### config.mk
export PLATFORM = sky130hd
export DESIGN_NAME = ptv_top
export DESIGN_NICKNAME = d
export VERILOG_FILES = /design/src/rtl/ptv_pkg.sv /design/src/rtl/ptv_sync.sv /design/src/rtl/ptv_vote.sv /design/src/rtl/ptv_top.sv
export VERILOG_INCLUDE_DIRS = /design/src /design/src/rtl
export SDC_FILE = /design/constraint.sdc
export NUM_CORES = 1
export LEC_CHECK = 0
export BUFFER_PORTS_ARGS = -buffer_cell sky130_fd_sc_hd__buf_2
export CELL_PAD_IN_SITES_DETAIL_PLACEMENT = 1
export CELL_PAD_IN_SITES_GLOBAL_PLACEMENT = 2
export CORE_ASPECT_RATIO = 1.4
export CORE_MARGIN = 2
export CORE_UTILIZATION = 39
export CTS_CLUSTER_DIAMETER = 100
export DETAILED_ROUTE_END_ITERATION = 8
export PLACE_DENSITY = 0.84
export SYNTH_ARGS = -nofsm -noshare
export SYNTH_HDL_FRONTEND = slang
export SYNTH_SLANG_ARGS = --single-unit
### constraint.sdc
create_clock -name aclk -period 5.44 [get_ports aclk]
set_input_delay 0.272 -clock aclk [delete_from_list [all_inputs] [get_ports aclk]]
set_output_delay 0.272 -clock aclk [all_outputs]
set_load 0.02 [all_outputs]
### src/rtl/ptv_params.svh
`ifndef PTV_PARAMS_SVH
`define PTV_PARAMS_SVH
`define PTV_ADDR_CTRL 8'h00
`define PTV_ADDR_STATUS 8'h04
`define PTV_ADDR_BYPASS 8'h08
`define PTV_CTRL_RESET 4'h0
`define PTV_CLK_HZ 25000000
`define PTV_TICKS_PER_S 1000
`define PTV_SCRAM_HOLD_S 10
`define PTV_RESP_OKAY 2'b00
`define PTV_RESP_DECERR 2'b11
`endif

### src/rtl/ptv_pkg.sv
package ptv_pkg;
   typedef enum logic [3:0] {
      PTV_MODE_SHUTDOWN = 4'h1,
      PTV_MODE_REFUEL = 4'h2,
      PTV_MODE_STARTUP = 4'h4,
      PTV_MODE_RUN = 4'h8
   } ptv_mode_t;
endpackage

### src/rtl/ptv_sync.sv
`timescale 1ns/1ns
`default_nettype none
module ptv_sync #(
   parameter int W = 1
) (
   input wire logic aclk,
   input wire logic aresetn,
   input wire logic [W-1:0] din,
   output logic [W-1:0] dout
);
   logic [W-1:0] s1;
   logic [W-1:0] s2;
   logic [W-1:0] s3;
   logic [W-1:0] agree;

   assign agree = ~(s2 ^ s3);

   always_ff @(posedge aclk) begin
      if (!aresetn) begin
         s1 <= '0;
         s2 <= '0;
         s3 <= '0;
         dout <= '0;
      end else begin
         s1 <= din;
         s2 <= s1;
         s3 <= s2;
         dout <= (s3 & agree) | (dout & ~agree);
      end
   end
endmodule
`default_nettype wire

### src/rtl/ptv_vote.sv
`timescale 1ns/1ns
`default_nettype none
module ptv_vote (
   input wire logic [3:0] trips,
   input wire logic [3:0] mask,
   output logic hit
);
   logic [3:0] live;
   logic [2:0] cnt;

   assign live = trips & ~mask;
   assign cnt = 3'(live[0]) + 3'(live[1]) + 3'(live[2]) + 3'(live[3]);
   assign hit = (cnt >= 3'h2);
endmodule
`default_nettype wire

### src/rtl/ptv_top.sv
// The implementer's own choices: the placing of the registers and the AXI4-Lite interface to the registers.
`timescale 1ns/1ns
`default_nettype none
`include "ptv_params.svh"
module ptv_top #(
   parameter int unsigned TICK_CYCLES = `PTV_CLK_HZ / `PTV_TICKS_PER_S,
   parameter int unsigned HOLD_TICKS = `PTV_SCRAM_HOLD_S * `PTV_TICKS_PER_S
) (
   input wire logic aclk,
   input wire logic aresetn,
   // Sensor channel bistables, bit n is channel n
   input wire logic [3:0] rx_pres_hi,
   input wire logic [3:0] water_lvl_lo,
   input wire logic [3:0] drywell_pres_hi,
   input wire logic [3:0] steam_rad_hi,
   input wire logic [3:0] pool_temp_hi,
   input wire logic [3:0] isol_inboard_closed,
   input wire logic [3:0] isol_outboard_closed,
   input wire logic [3:0] rod_drive_chg_lo,
   input wire logic [3:0] turb_stop_closed,
   input wire logic [3:0] turb_fast_sol_closed,
   input wire logic [3:0] turbine_trip_oil_lo,
   input wire logic [3:0] rx_pres_below_byp,
   input wire logic [3:0] turb_pres_below_byp,
   // Flux monitor divisions
   input wire logic [3:0] power_range_flux_trip,
   input wire logic [3:0] source_range_flux_trip,
   // Keylocks
   input wire logic [3:0] chan_byp_key,
   input wire logic [3:0] div_byp_key,
   input wire logic [3:0] isol_byp_key,
   input wire logic [3:0] noncoinc_dis_key,
   input wire logic [3:0] rod_drive_byp_key,
   // Mode switch, one-hot shutdown/refuel/startup/run
   input wire logic [3:0] mode_sw,
   input wire logic [1:0] man_scram_pb,
   input wire logic [1:0] man_scram_arm,
   input wire logic man_reset_sw,
   input wire logic [3:0] div_manual_pb,
   input wire logic [3:0] div_reset_pb,
   // Outputs
   output logic [3:0] div_trip,
   output logic scram,
   output logic [1:0] load_trip,
   output logic [3:0] rod_withdraw_block,
   output logic [3:0] recirc_pump_trip,
   // AXI4-Lite slave
   input wire logic [7:0] s_axi_awaddr,
   input wire logic s_axi_awvalid,
   output logic s_axi_awready,
   input wire logic [31:0] s_axi_wdata,
   input wire logic [3:0] s_axi_wstrb,
   input wire logic s_axi_wvalid,
   output logic s_axi_wready,
   output logic [1:0] s_axi_bresp,
   output logic s_axi_bvalid,
   input wire logic s_axi_bready,
   input wire logic [7:0] s_axi_araddr,
   input wire logic s_axi_arvalid,
   output logic s_axi_arready,
   output logic [31:0] s_axi_rdata,
   output logic [1:0] s_axi_rresp,
   output logic s_axi_rvalid,
   input wire logic s_axi_rready
);
   localparam int SW = 97;

   // Keep a held bypass, else grant the lowest request
   function automatic logic [3:0] ptv_grant(
      input logic [3:0] req,
      input logic [3:0] cur
   );
      logic [3:0] g;
      g = 4'h0;
      if (cur != 4'h0) begin
         g = cur & req;
      end else begin
         g = req & (~req + 4'h1);
      end
      return g;
   endfunction

   logic [SW-1:0] sync_out;
   logic [3:0] rxp_s;
   logic [3:0] lvl_s;
   logic [3:0] dw_s;
   logic [3:0] rad_s;
   logic [3:0] pool_s;
   logic [3:0] inb_s;
   logic [3:0] outb_s;
   logic [3:0] chg_s;
   logic [3:0] tsv_s;
   logic [3:0] sol_s;
   logic [3:0] oil_s;
   logic [3:0] rxp_low_s;
   logic [3:0] turb_low_s;
   logic [3:0] pr_s;
   logic [3:0] sr_s;
   logic [3:0] chan_req_s;
   logic [3:0] div_req_s;
   logic [3:0] isol_req_s;
   logic [3:0] ncd_s;
   logic [3:0] rod_req_s;
   logic [3:0] mode_s;
   logic [1:0] pb_s;
   logic [1:0] arm_s;
   logic mrst_s;
   logic [3:0] dman_s;
   logic [3:0] drst_s;

   ptv_sync #(.W(SW)) u_sync (
      .aclk(aclk),
      .aresetn(aresetn),
      .din({rx_pres_hi, water_lvl_lo, drywell_pres_hi, steam_rad_hi,
            pool_temp_hi, isol_inboard_closed, isol_outboard_closed,
            rod_drive_chg_lo, turb_stop_closed, turb_fast_sol_closed,
            turbine_trip_oil_lo, rx_pres_below_byp, turb_pres_below_byp,
            power_range_flux_trip, source_range_flux_trip, chan_byp_key,
            div_byp_key, isol_byp_key, noncoinc_dis_key, rod_drive_byp_key,
            mode_sw, man_scram_pb, man_scram_arm, man_reset_sw,
            div_manual_pb, div_reset_pb}),
      .dout(sync_out)
   );

   assign {rxp_s, lvl_s, dw_s, rad_s, pool_s, inb_s, outb_s, chg_s, tsv_s,
           sol_s, oil_s, rxp_low_s, turb_low_s, pr_s, sr_s, chan_req_s,
           div_req_s, isol_req_s, ncd_s, rod_req_s, mode_s, pb_s, arm_s,
           mrst_s, dman_s, drst_s} = sync_out;

   // Mode decode; an invalid switch position applies no automatic bypass
   logic m_shut;
   logic m_ref;
   logic m_start;
   logic m_run;
   logic low3;
   always_comb begin
      m_shut = 1'b0;
      m_ref = 1'b0;
      m_start = 1'b0;
      m_run = 1'b0;
      case (mode_s)
         ptv_pkg::PTV_MODE_SHUTDOWN: begin
            m_shut = 1'b1;
         end
         ptv_pkg::PTV_MODE_REFUEL: begin
            m_ref = 1'b1;
         end
         ptv_pkg::PTV_MODE_STARTUP: begin
            m_start = 1'b1;
         end
         ptv_pkg::PTV_MODE_RUN: begin
            m_run = 1'b1;
         end
         default: begin
            m_run = 1'b0;
         end
      endcase
   end
   assign low3 = m_shut | m_ref | m_start;

   // Bypass interlocks
   logic [3:0] chan_byp;
   logic [3:0] div_byp;
   logic [3:0] isol_byp;

   always_ff @(posedge aclk) begin
      if (!aresetn) begin
         chan_byp <= 4'h0;
      end else begin
         chan_byp <= ptv_grant(chan_req_s, chan_byp);
      end
   end

   always_ff @(posedge aclk) begin
      if (!aresetn) begin
         div_byp <= 4'h0;
      end else begin
         div_byp <= ptv_grant(div_req_s, div_byp);
      end
   end

   always_ff @(posedge aclk) begin
      if (!aresetn) begin
         isol_byp <= 4'h0;
      end else if (chan_byp != 4'h0) begin
         isol_byp <= 4'h0;
      end else begin
         isol_byp <= ptv_grant(isol_req_s, isol_byp);
      end
   end

   // Vote table: 0 pres, 1 level, 2 drywell, 3 rad, 4 pool, 5 isol,
   // 6 charging, 7 stop valve, 8 fast closure, 9 power, 10 source, 11 scram
   logic [3:0] kb [0:11];
   logic [3:0] km [0:11];
   logic [11:0] kv;

   always_comb begin
      kb[0] = rxp_s;
      kb[1] = lvl_s;
      kb[2] = dw_s;
      kb[3] = rad_s;
      kb[4] = pool_s;
      kb[5] = inb_s | outb_s;
      kb[6] = chg_s;
      kb[7] = tsv_s;
      kb[8] = sol_s | oil_s;
      kb[9] = pr_s;
      kb[10] = sr_s;
      kb[11] = div_trip;
      for (int k = 0; k < 9; k++) begin
         km[k] = chan_byp;
      end
      km[5] = chan_byp | isol_byp | ({4{low3}} & rxp_low_s);
      km[7] = chan_byp | turb_low_s;
      km[8] = chan_byp | turb_low_s;
      km[9] = 4'h0;
      km[10] = {4{m_run}};
      km[11] = div_byp;
   end

   genvar gk;
   generate
      for (gk = 0; gk < 12; gk++) begin : g_vote
         ptv_vote u_vote (
            .trips(kb[gk]),
            .mask(km[gk]),
            .hit(kv[gk])
         );
      end
   endgenerate

   logic common_trip;
   assign common_trip = |kv[5:0] | kv[7] | kv[8] | kv[9] | kv[10];

   // Per-division trip causes
   logic [3:0] ctrl_test;
   logic [3:0] rod_byp;
   logic [3:0] nonco;
   logic [3:0] cause;
   genvar gd;
   generate
      for (gd = 0; gd < 4; gd++) begin : g_div
         assign rod_byp[gd] = rod_req_s[gd] & (m_shut | m_ref);
         assign nonco[gd] = (|pr_s | |sr_s) & ~m_run & ~(ncd_s[gd] & low3);
         assign cause[gd] = common_trip | nonco[gd] | dman_s[gd] |
                            ctrl_test[gd] | (kv[6] & ~rod_byp[gd]);
      end
   endgenerate

   // Millisecond enable
   logic [14:0] tick_cnt;
   logic tick;
   always_ff @(posedge aclk) begin
      if (!aresetn) begin
         tick_cnt <= 15'h0000;
         tick <= 1'b0;
      end else if (tick_cnt == 15'(TICK_CYCLES - 1)) begin
         tick_cnt <= 15'h0000;
         tick <= 1'b1;
      end else begin
         tick_cnt <= tick_cnt + 15'h0001;
         tick <= 1'b0;
      end
   end

   logic [13:0] shut_cnt;
   logic shut_done;
   logic mode_scram;
   assign shut_done = (shut_cnt == 14'(HOLD_TICKS));
   assign mode_scram = m_shut & ~shut_done;
   always_ff @(posedge aclk) begin
      if (!aresetn) begin
         shut_cnt <= 14'h0000;
      end else if (!m_shut) begin
         shut_cnt <= 14'h0000;
      end else if (tick && !shut_done) begin
         shut_cnt <= shut_cnt + 14'h0001;
      end
   end

   // Manual scram latches, one per load division
   logic [1:0] man_latch;
   logic [1:0] man_set;
   assign man_set = (pb_s & arm_s) | {2{mode_scram}};
   always_ff @(posedge aclk) begin
      if (!aresetn) begin
         man_latch <= 2'h0;
      end else if (man_set != 2'h0) begin
         man_latch <= man_latch | man_set;
      end else if (mrst_s && pb_s == 2'h0) begin
         man_latch <= 2'h0;
      end
   end

   // Full scram and post-scram reset inhibit
   logic full;
   logic full_d;
   logic [13:0] inh_cnt;
   logic inhibit;
   assign full = kv[11] | (&man_latch);
   assign inhibit = (inh_cnt != 14'h0000);
   always_ff @(posedge aclk) begin
      if (!aresetn) begin
         full_d <= 1'b0;
         inh_cnt <= 14'h0000;
      end else begin
         full_d <= full;
         if (full && !full_d) begin
            inh_cnt <= 14'(HOLD_TICKS);
         end else if (tick && inhibit) begin
            inh_cnt <= inh_cnt - 14'h0001;
         end
      end
   end

   // Division seal-in; a live cause beats reset
   always_ff @(posedge aclk) begin
      if (!aresetn) begin
         div_trip <= 4'h0;
      end else begin
         for (int d = 0; d < 4; d++) begin
            if (cause[d]) begin
               div_trip[d] <= 1'b1;
            end else if (drst_s[d] && !inhibit) begin
               div_trip[d] <= 1'b0;
            end
         end
      end
   end

   // Registered outputs
   always_ff @(posedge aclk) begin
      if (!aresetn) begin
         scram <= 1'b0;
         load_trip <= 2'h0;
         rod_withdraw_block <= 4'h0;
         recirc_pump_trip <= 4'h0;
      end else begin
         scram <= full;
         load_trip <= man_latch | {2{kv[11]}};
         rod_withdraw_block <= rod_byp;
         recirc_pump_trip <= {4{kv[7] | kv[8]}};
      end
   end

   // AXI4-Lite write side
   logic aw_got;
   logic w_got;
   logic [7:0] aw_addr;
   logic [31:0] w_data;
   logic [3:0] w_strb;
   assign s_axi_awready = ~aw_got & ~s_axi_bvalid;
   assign s_axi_wready = ~w_got & ~s_axi_bvalid;

   always_ff @(posedge aclk) begin
      if (!aresetn) begin
         aw_got <= 1'b0;
         w_got <= 1'b0;
         aw_addr <= 8'h00;
         w_data <= 32'h00000000;
         w_strb <= 4'h0;
         s_axi_bvalid <= 1'b0;
         s_axi_bresp <= 2'h0;
         ctrl_test <= `PTV_CTRL_RESET;
      end else begin
         if (s_axi_awvalid && s_axi_awready) begin
            aw_got <= 1'b1;
            aw_addr <= s_axi_awaddr;
         end
         if (s_axi_wvalid && s_axi_wready) begin
            w_got <= 1'b1;
            w_data <= s_axi_wdata;
            w_strb <= s_axi_wstrb;
         end
         if (aw_got && w_got && !s_axi_bvalid) begin
            aw_got <= 1'b0;
            w_got <= 1'b0;
            s_axi_bvalid <= 1'b1;
            if (aw_addr == `PTV_ADDR_CTRL) begin
               s_axi_bresp <= `PTV_RESP_OKAY;
               if (w_strb[0]) begin
                  ctrl_test <= w_data[3:0];
               end
            end else if (aw_addr == `PTV_ADDR_STATUS ||
                         aw_addr == `PTV_ADDR_BYPASS) begin
               s_axi_bresp <= `PTV_RESP_OKAY;
            end else begin
               s_axi_bresp <= `PTV_RESP_DECERR;
            end
         end else if (s_axi_bvalid && s_axi_bready) begin
            s_axi_bvalid <= 1'b0;
         end
      end
   end

   // AXI4-Lite read side
   assign s_axi_arready = ~s_axi_rvalid;
   always_ff @(posedge aclk) begin
      if (!aresetn) begin
         s_axi_rvalid <= 1'b0;
         s_axi_rdata <= 32'h00000000;
         s_axi_rresp <= 2'h0;
      end else if (s_axi_arvalid && s_axi_arready) begin
         s_axi_rvalid <= 1'b1;
         s_axi_rresp <= `PTV_RESP_OKAY;
         case (s_axi_araddr)
            `PTV_ADDR_CTRL: begin
               s_axi_rdata <= {28'h0000000, ctrl_test};
            end
            `PTV_ADDR_STATUS: begin
               s_axi_rdata <= {24'h000000, inhibit, man_latch, full, div_trip};
            end
            `PTV_ADDR_BYPASS: begin
               s_axi_rdata <= {16'h0000, rod_byp, isol_byp, div_byp, chan_byp};
            end
            default: begin
               s_axi_rdata <= 32'h00000000;
               s_axi_rresp <= `PTV_RESP_DECERR;
            end
         endcase
      end else if (s_axi_rvalid && s_axi_rready) begin
         s_axi_rvalid <= 1'b0;
      end
   end
endmodule
`default_nettype wire

==> flow_metrics.env, run 1 <==
export IMPL_pin_count_of_the_biggest_net_entering_global_routing=133
export IMPL_setup_tns_ps=0
export IMPL_worstSetupEndpointType="flip-flop"
export IMPL_hold_violations=0
export IMPL_whs_ps=120
export IMPL_max_cap_violations=0
export IMPL_max_stage_delay_ps=560
export IMPL_setup_viol=0
export IMPL_seq_area_frac_synth_pct=59.7
export IMPL_die_height_um=249
export IMPL_cts_buffers=48
export IMPL_die_width_um=179
export IMPL_wire_length_of_the_first_global_routing_pass_um=62400
export IMPL_wl_per_cell_um=15.5
export IMPL_mappedNetlistArea_um2=16700
export IMPL_grt_overflow_total=0
export IMPL_final_wirelength_um=38800
export IMPL_grt_setup_unrepaired="no"
export IMPL_drc=0
export IMPL_initial_core_util_pct=39.5
export IMPL_yosys_cell_count_top_type="sky130_fd_sc_hd__dfxtp_1"
export IMPL_grt_pass1_vias=12800
export IMPL_final_max_slew_viol_count=0
export IMPL_drt_initial_drc_count=395
export IMPL_cts_num_sinks=497
export IMPL_hpwlAfterDp_um=25500
export IMPL_drt_first_pass_iters=4
export IMPL_clock_path_buffers=3
export IMPL_final_clock_period_utilization_by_the_worst_path_pct=67.8
export IMPL_io_port_bufs=164
export IMPL_crit_path_max_fanout=8
export IMPL_ant_nets=0
export IMPL_synth_commonest_cells="sky130_fd_sc_hd__dfxtp_1, sky130_fd_sc_hd__and2_1, sky130_fd_sc_hd__nand2_1, sky130_fd_sc_hd__a21oi_1, sky130_fd_sc_hd__o21ai_0"
export IMPL_worstPathRequired_ps=5880
export IMPL_post_synth_inst_count=1669
export IMPL_fp_dieArea_um2=44500
export IMPL_globalRouteMet2Util_pct=33.2
export IMPL_clk_latency_ps=560
export IMPL_maxSlewHeadroom_pct=36.5
export IMPL_viasPerCell=4.83
export IMPL_max_freq_mhz=271
export IMPL_timing_critical_path_slowest_stage_cell="sky130_fd_sc_hd__or4_4"
export IMPL_htree_num_levels=2
export IMPL_async_reset_ff_share_pct=0
export IMPL_grt_util_all_layers_pct=17.4
export IMPL_ys_seq_elements=497
export IMPL_critPathKind="reg2reg"
export IMPL_detailroute_via_count=12100
export IMPL_crit_buf_inv=0
export IMPL_clock_tree_root_cell="sky130_fd_sc_hd__clkbuf_16"
export IMPL_static_leakage_power_uw=0.00834
export IMPL_use_met3_pct=2.84
export IMPL_floorplan_core_area_um2=42200
export IMPL_number_of_flops_mapped_to_enable_cells_by_yosys=0
export IMPL_cts_tree="yes"
export IMPL_synth_top_area_share_pct=59.7
export IMPL_ys_types=52
export IMPL_grt_antenna_before_repair=0
export IMPL_cpMostUsedCell="sky130_fd_sc_hd__ha_1"
export IMPL_floorplan_rows=89
export IMPL_finalWorstPathRequiredPeriod_ps=3690
export IMPL_vdd_ir_drop_worst_uv=324
export IMPL_crit_path_start_kind="flip-flop"
export IMPL_status="finished, final reports clean"
export IMPL_grt_busiest_layer="met2"
export IMPL_globalRouteMet1Util_pct=19.4
export IMPL_dominantRegCellSynth="sky130_fd_sc_hd__dfxtp_1"
export IMPL_clock_skew_final_ps=13.5
export IMPL_min_delay_path_class="in2reg"
export IMPL_timing_critical_path_arrival_ps=4130
export IMPL_antenna_cells=0
export IMPL_gp_congestion=0.772
export IMPL_worst_pin_slew_ps=952
export IMPL_nets=2117
export IMPL_syn_to_final_growth_pct=23.4
export IMPL_yosys_top_cells_area="sky130_fd_sc_hd__dfxtp_1, sky130_fd_sc_hd__and2_1, sky130_fd_sc_hd__a21oi_1"
export IMPL_crit_family="compound AO/OA/AOI/OAI gates"
export IMPL_ys_warnings_count=0
export IMPL_syn_mean_instance_area_um2=9.99
export IMPL_yosysTopAreaCell="sky130_fd_sc_hd__dfxtp_1"
export IMPL_crit_path_cell_trace="xor2_1, o211a_1, a2111oi_0, ha_1, ha_1, or4_1, a21oi_1, o211ai_1, or4_4, o31a_1"
export IMPL_final_layout_size_suffix_gt1_share_pct=12.9
export IMPL_clkSlewWorstSetupHoldPaths_ps=60
export IMPL_cellPowerDensity_nw_per_um2=363
export IMPL_ioPinCount=212
[worst paths after layout]
path	start	end	slack (ps)	cells past startpoint
min reg2reg	u_sync.s1[33]	u_sync.s2[33]	430	1
max reg2reg	flip-flop	div_trip[1]	1750	10
max	flip-flop	div_trip[1]	1750	10
min	aresetn	div_trip[3]	120	2
[worst reg2reg max path: stages, from the launching register on]
cell	delay [ps]
sky130_fd_sc_hd__dfxtp_1	470
sky130_fd_sc_hd__xor2_1	120
sky130_fd_sc_hd__o211a_1	340
sky130_fd_sc_hd__a2111oi_0	470
sky130_fd_sc_hd__ha_1	310
sky130_fd_sc_hd__ha_1	190
sky130_fd_sc_hd__or4_1	510
sky130_fd_sc_hd__a21oi_1	160
sky130_fd_sc_hd__o211ai_1	130
sky130_fd_sc_hd__or4_4	560
sky130_fd_sc_hd__o31a_1	330
[placed cells by master, fill, tap and decap left out, types with 21 or more instances in the layout]
master / netlist / routed
sky130_fd_sc_hd__xnor2_1: 21 / 21
sky130_fd_sc_hd__and2_1: 295 / 295
sky130_fd_sc_hd__buf_2: 0 / 163
sky130_fd_sc_hd__nor3_1: 27 / 27
sky130_fd_sc_hd__dfxtp_1: 497 / 497
sky130_fd_sc_hd__ha_1: 33 / 33
sky130_fd_sc_hd__clkbuf_16: 0 / 49
sky130_fd_sc_hd__a21oi_1: 141 / 141
sky130_fd_sc_hd__nor2_1: 101 / 101
sky130_fd_sc_hd__nor2b_1: 26 / 26
sky130_fd_sc_hd__nand2_1: 147 / 147
sky130_fd_sc_hd__dlygate4sd3_1: 0 / 113
sky130_fd_sc_hd__o21ai_0: 106 / 106
[stage by stage]
stage / util (%) / instance area [um2] / power (uW) / setup slack [ps] / cells
after floorplan: - / 16700 / 4030 / 2160 / 1684
after global placement: 42.3 / 17800 / 4120 / 1820 / 2311
after detailed placement: 42.3 / 17800 / 4130 / 1730 / 2311
after CTS: 48.8 / 20600 / 7590 / 1690 / 2511
after global routing: 48.8 / 20600 / 7760 / 1480 / 2511
final: 48.8 / 20600 / 7470 / 1750 / 2511
[area by class of cell]
cell class / instances / area [um2]
fillers: 4692 / 21600
flip-flops and latches: 497 / 9950
multi-input cells: 1080 / 6270
repair buffers: 281 / 1990
clock buffers: 69 / 1380
well taps: 546 / 683
clock inverters: 18 / 225
inverters: 20 / 77.6
[metal layers]
layer / wire length, um / up-vias
li1: - / 6038
met1: 16100 / 5824
met2: 20400 / 214
met3: 1450 / 60
met4: 843 / 0
met5: 0 / -
[report_power, final]
group	internal [uW]	total, uW	switching (uW)
logic	157	311	154
registers	3740	3800	51.4
clock network	2000	3370	1370
[kinds of logic after synthesis]
family / after synthesis / share of synthesized area (%)
AO/OA/AOI/OAI: 291 / 9.62
XOR/XNOR: 39 / 2.05
adder cells (fa/ha/maj): 33 / 2.48
buffers and inverters: 107 / 3.05
flip-flops: 497 / 59.7
multiplexers: 14 / 0.840
other: 1 / 0.0225
AND/OR/NAND/NOR: 687 / 22.3
[timing repair]
action | CTS | global route
hold buffers | 113 | 0
endpoints found under the setup margin | 0 | 0
endpoints found under the hold margin | 113 | 0
buffers inserted | 0 | 0
gates resized for setup | 0 | 0
Power figures use the tool's default switching activity.
==> run 2, diff against run 1 <==
CORE_UTILIZATION = 33   (was 39)
PLACE_DENSITY = 0.76   (was 0.84)
clock period = 3.27 ns   (was 5.44 ns; I/O delays follow)
==> flow_metrics.env, run 2 (synthesized netlist as in run 1, its figures left out) <==
export IMPL_clkSlewWorstSetupHoldPaths_ps=60
export IMPL_drt_initial_drc_count=394
export IMPL_vdd_ir_drop_worst_uv=338
export IMPL_hold_violations=0
export IMPL_p_clk_share_pct=46.6
export IMPL_final_instance_count_excl_fill=2630
export IMPL_wire_length_of_the_first_global_routing_pass_um=66000
export IMPL_maxSlewHeadroom_pct=36.1
export IMPL_viasPerCell=4.65
export IMPL_crit_path_max_fanout=4
export IMPL_ioPinCount=212
export IMPL_layout_common_cells="sky130_fd_sc_hd__dfxtp_1, sky130_fd_sc_hd__and2_1, sky130_fd_sc_hd__buf_2, sky130_fd_sc_hd__nand2_1, sky130_fd_sc_hd__a21oi_1"
export IMPL_placed_cells_incl_taps=2423
export IMPL_ant_nets=0
export IMPL_grt_overflow_total=0
export IMPL_final_clock_period_utilization_by_the_worst_path_pct=99.7
export IMPL_worstPathRequired_ps=3720
export IMPL_static_leakage_power_uw=0.00851
export IMPL_max_stage_delay_ps=540
export IMPL_nets=2136
export IMPL_final_wirelength_um=40600
export IMPL_swShare_pct=21.2
export IMPL_floorplan_core_area_um2=50000
export IMPL_grt_pass1_vias=13000
export IMPL_crit_path_start_kind="flip-flop"
export IMPL_cpMostUsedCell="sky130_fd_sc_hd__or4_4"
export IMPL_fp_dieArea_um2=52400
export IMPL_clock_skew_final_ps=11.7
export IMPL_cts_buffers=49
export IMPL_final_layout_size_suffix_gt1_share_pct=14.3
export IMPL_timing_critical_path_slowest_stage_cell="sky130_fd_sc_hd__or4_4"
export IMPL_timing_critical_path_arrival_ps=3710
export IMPL_setup_viol=0
export IMPL_worstSetupEndpointType="flip-flop"
export IMPL_wl_per_cell_um=15.4
export IMPL_antenna_cells=0
export IMPL_filler_cell_count=5634
export IMPL_pwr_share_comb_pct=4.1
export IMPL_final_max_slew_viol_count=0
export IMPL_gp_congestion=0.828
export IMPL_switchingPower_uw=2710
export IMPL_clk_latency_ps=560
export IMPL_min_delay_path_class="in2reg"
export IMPL_drt_first_pass_iters=4
export IMPL_place_area_um2=18100
export IMPL_htree_num_levels=2
export IMPL_reg2reg_setup_slack_ps=9
export IMPL_die_height_um=270
export IMPL_syn_to_final_growth_pct=26.2
export IMPL_clock_path_buffers=3
export IMPL_critPathKind="reg2reg"
export IMPL_setup_tns_ps=0
export IMPL_cts_tree="yes"
export IMPL_initial_core_util_pct=33.4
export IMPL_die_width_um=194
export IMPL_clock_tree_root_cell="sky130_fd_sc_hd__clkbuf_16"
export IMPL_max_cap_violations=0
export IMPL_finalWorstPathRequiredPeriod_ps=3260
export IMPL_detailroute_via_count=12200
export IMPL_worst_pin_slew_ps=959
export IMPL_cellPowerDensity_nw_per_um2=608
export IMPL_hpwlAfterDp_um=27700
export IMPL_drc=0
export IMPL_finalCoreUtilization_pct=42.1
export IMPL_grt_antenna_before_repair=0
export IMPL_pin_count_of_the_biggest_net_entering_global_routing=147
export IMPL_grt_util_all_layers_pct=15.4
export IMPL_setup_slack_ps=9.17
export IMPL_crit_path_cell_trace="xor2_1, o211a_1, a2111oi_4, ha_1, ha_2, or4_4, a21oi_2, o211ai_1, or4_4, o31a_1"
export IMPL_cts_num_sinks=497
export IMPL_max_freq_mhz=307
export IMPL_io_port_bufs=164
export IMPL_cellInternalPower_uw=10100
export IMPL_fin_area_um2=21000
export IMPL_worst_setup_timing_slack_at_the_placement_stage_ps=-94.1
export IMPL_grt_setup_unrepaired="yes"
export IMPL_status="finished, final reports clean"
export IMPL_power_share_sequential_pct=49.3
export IMPL_most_common_library_cell_in_the_layout_ignoring_fill_and_taps="sky130_fd_sc_hd__dfxtp_1"
export IMPL_floorplan_rows=97
==> run 2: power by group through the flow <==
stage	Sequential (uW)	Clock (uW)	Combinational, uW
after detailed placement	6450	0	425
final	6320	5970	526
after CTS	6320	6170	534
after global routing	6330	6420	591
after global placement	6440	0	417
after floorplan	6420	0	281
==> run 2: repair_timing <==
action / in CTS / in global routing
hold buffers: 114 / 0
setup buffers: 1 / 1
resized for setup: 5 / 4
pin swaps: 11 / 7
hold endpoints to repair: 137 / 0
endpoints found under the setup margin: 4 / 4
==> run 2: stage by stage <==
stage | hold slack, ps | power, uW
2_1_floorplan | 291 | 6700
3_5_place_dp | 375 | 6880
4_1_cts | 39.3 | 13000
5_1_grt | 104 | 13300
3_3_place_gp | 371 | 6860
6_report | 61.6 | 12800
==> run 2: worst max-delay path, delay by kind of cell, from the launching register on <==
family / cells / cell delay, ps
AO/OA/AOI/OAI: 5 / 1230
XOR/XNOR: 1 / 160
adder cells (fa/ha/maj): 2 / 470
flip-flops: 1 / 330
AND/OR/NAND/NOR: 2 / 960
==> run 2: final cells by class <==
class / instances / area [um2] / area share (%)
clock buffer: 67 / 1420 / 6.73
inverter: 20 / 77.6 / 0.369
clock inverter: 24 / 319 / 1.52
tap: 643 / 805 / 3.82
sequential: 497 / 9950 / 47.3
multi-input combinational: 1080 / 6330 / 30.1
timing repair buffer: 299 / 2150 / 10.2
==> run 2: final timing paths <==
path / start / to / depth (start not counted)
setup / recovery: flip-flop / div_trip[3] / 10
hold reg to reg: u_sync.s1[6] / u_sync.s2[6] / 1
setup reg to reg: flip-flop / div_trip[3] / 10
hold / removal: s_axi_araddr[3] / s_axi_rdata[2] / 4
==> run 2: per-layer routing <==
layer  GRT usage (%)  vias to the layer above  routed length (um)
met5               0                        -                   0
met4            5.88                        0                1420
met1            17.2                     5863               16400
li1                -                     6072                   -
met3            2.37                       78                1590
met2            29.2                      228               21200
==> run 3, diff against run 2 <==
CORE_ASPECT_RATIO = not set   (was 1.4)
MAX_ROUTING_LAYER = met4   (was not set)
==> flow_metrics.env, run 3 (synthesized netlist as in run 1, its figures left out) <==
export IMPL_clkSlewWorstSetupHoldPaths_ps=60
export IMPL_worstSetupEndpointType="flip-flop"
export IMPL_crit_path_max_fanout=4
export IMPL_fin_area_um2=21200
export IMPL_cts_num_sinks=497
export IMPL_grt_util_all_layers_pct=16.1
export IMPL_hold_violations=0
export IMPL_max_cap_violations=0
export IMPL_syn_to_final_growth_pct=27.4
export IMPL_footprint_of_the_multi_input_gates_um2=6330
export IMPL_max_freq_mhz=322
export IMPL_htree_num_levels=2
export IMPL_ioPinCount=212
export IMPL_grt_pass1_vias=12700
export IMPL_final_seq_area_um2=9950
export IMPL_die_height_um=229
export IMPL_placed_cells_incl_taps=2450
export IMPL_most_common_library_cell_in_the_layout_ignoring_fill_and_taps="sky130_fd_sc_hd__dfxtp_1"
export IMPL_switchingPower_uw=2820
export IMPL_filler_cell_count=5667
export IMPL_r2r_worst_path_cells=10
export IMPL_status="finished, final reports clean"
export IMPL_critPathKind="reg2reg"
export IMPL_place_area_um2=18100
export IMPL_min_path_cells=6
export IMPL_drt_initial_drc_count=556
export IMPL_die_width_um=229
export IMPL_clock_path_buffers=3
export IMPL_cts_tree="yes"
export IMPL_gp_congestion=0.798
export IMPL_hold_end="s_axi_rdata[6]"
export IMPL_grt_setup_unrepaired="no"
export IMPL_hp_start="s_axi_araddr[1]"
export IMPL_fp_dieArea_um2=52300
export IMPL_timing_critical_path_arrival_ps=3590
export IMPL_reg2reg_setup_slack_ps=160
export IMPL_wire_length_of_the_first_global_routing_pass_um=66200
export IMPL_cellInternalPower_uw=10400
export IMPL_clock_tree_root_cell="sky130_fd_sc_hd__clkbuf_16"
export IMPL_min_delay_path_class="in2reg"
export IMPL_floorplan_rows=82
export IMPL_pin_count_of_the_biggest_net_entering_global_routing=181
export IMPL_vdd_ir_drop_worst_uv=353
export IMPL_viasPerCell=4.57
export IMPL_final_max_slew_viol_count=0
export IMPL_ant_nets=0
export IMPL_drt_first_pass_iters=4
export IMPL_clock_skew_final_ps=28.7
export IMPL_whs_ps=66.6
export IMPL_r2r_end="div_trip[0]"
export IMPL_final_wirelength_um=40600
export IMPL_initial_core_util_pct=33.3
export IMPL_swShare_pct=21.3
export IMPL_cellPowerDensity_nw_per_um2=624
export IMPL_static_leakage_power_uw=0.00856
export IMPL_drc=0
export IMPL_post_cts_repair_timing_setup_buffer_count=0
export IMPL_cts_buffers=53
export IMPL_wl_per_cell_um=15.3
export IMPL_io_port_bufs=164
export IMPL_worst_pin_slew_ps=1090
export IMPL_final_instance_count_excl_fill=2664
export IMPL_power_share_sequential_pct=47.6
export IMPL_maxSlewHeadroom_pct=27.1
export IMPL_worstPathRequired_ps=3760
export IMPL_finalCoreUtilization_pct=42.4
export IMPL_grt_overflow_total=0
export IMPL_grt_antenna_before_repair=3
export IMPL_setup_viol=0
export IMPL_crit_path_start_kind="flip-flop"
export IMPL_hpwlAfterDp_um=26900
export IMPL_final_clock_period_utilization_by_the_worst_path_pct=95.1
export IMPL_final_layout_size_suffix_gt1_share_pct=14.5
export IMPL_floorplan_core_area_um2=50100
export IMPL_pwr_share_comb_pct=4.0
export IMPL_antenna_cells=0
export IMPL_finalWorstPathRequiredPeriod_ps=3110
export IMPL_p_clk_share_pct=48.4
export IMPL_detailroute_via_count=12200
export IMPL_clk_latency_ps=590
export IMPL_setup_tns_ps=0
export IMPL_nets=2137
export IMPL_layout_common_cells="sky130_fd_sc_hd__dfxtp_1, sky130_fd_sc_hd__and2_1, sky130_fd_sc_hd__buf_2, sky130_fd_sc_hd__nand2_1, sky130_fd_sc_hd__a21oi_1"
==> run 3: cell count changes in the layout (fill, tap and decap cells not counted), sizes merged <==
cell and change:
buf -4, clkinvlp +4, clkinv -3, dlygate4sd3 +1, inv -3, clkbuf +10
==> run 3: final cells by class <==
type,instances,area share (%)
tap,672,3.96
multi-input combinational,1080,29.8
inverter,20,0.365
clock buffer,77,7.52
timing repair buffer,296,10.0
sequential,497,46.9
clock inverter,22,1.48
==> run 3: power groups by stage <==
stage	sequential, uW	clock [uW]	combinational (uW)
6_report	6320	6410	531
5_1_grt	6340	6870	596
4_1_cts	6320	6630	537
3_5_place_dp	6450	0	430
3_3_place_gp	6440	0	420
2_1_floorplan	6420	0	281
==> run 3: worst max-delay path by stage <==
stage	end	slack, ps	depth (start not counted)
floorplan	div_trip[0]	9	10
global placement	div_trip[2]	-100	10
detailed placement	div_trip[1]	-200	10
CTS	div_trip[0]	10	10
global route	div_trip[2]	3	10
finish	div_trip[0]	160	10
==> run 3: through the flow <==
stage               setup WS (ps)  power, uW
floorplan                    9.02       6700
global placement            -99.6       6860
detailed placement           -200       6880
CTS                          12.1      13500
global route                 2.65      13800
finish                        161      13300
==> run 3: routing by layer <==
layer | global-route usage, % | vias up | wire, um
met2 | 27.0 | 202 | 19500
met5 | - | - | 0
li1 | - | 6089 | -
met4 | 4.36 | 0 | 864
met3 | 3.26 | 60 | 1560
met1 | 19.6 | 5829 | 18700
==> run 3: worst max-delay path, cell delays in order (launching register included) <==
cell and delay, ps:
sky130_fd_sc_hd__dfxtp_2 330, sky130_fd_sc_hd__xor2_1 170, sky130_fd_sc_hd__o211a_4 270, sky130_fd_sc_hd__a2111oi_4 290, sky130_fd_sc_hd__ha_1 280, sky130_fd_sc_hd__ha_1 190
sky130_fd_sc_hd__or4_1 410, sky130_fd_sc_hd__a21oi_1 130, sky130_fd_sc_hd__o211ai_1 100, sky130_fd_sc_hd__or4_4 540, sky130_fd_sc_hd__o31a_1 310
==> run 3: what timing repair did <==
action                     in CTS  in global routing
gates resized for setup         4                  5
pin swaps                       7                  1
hold endpoints to repair      116                  0
setup endpoints to repair       4                  4
hold buffers                  115                  0
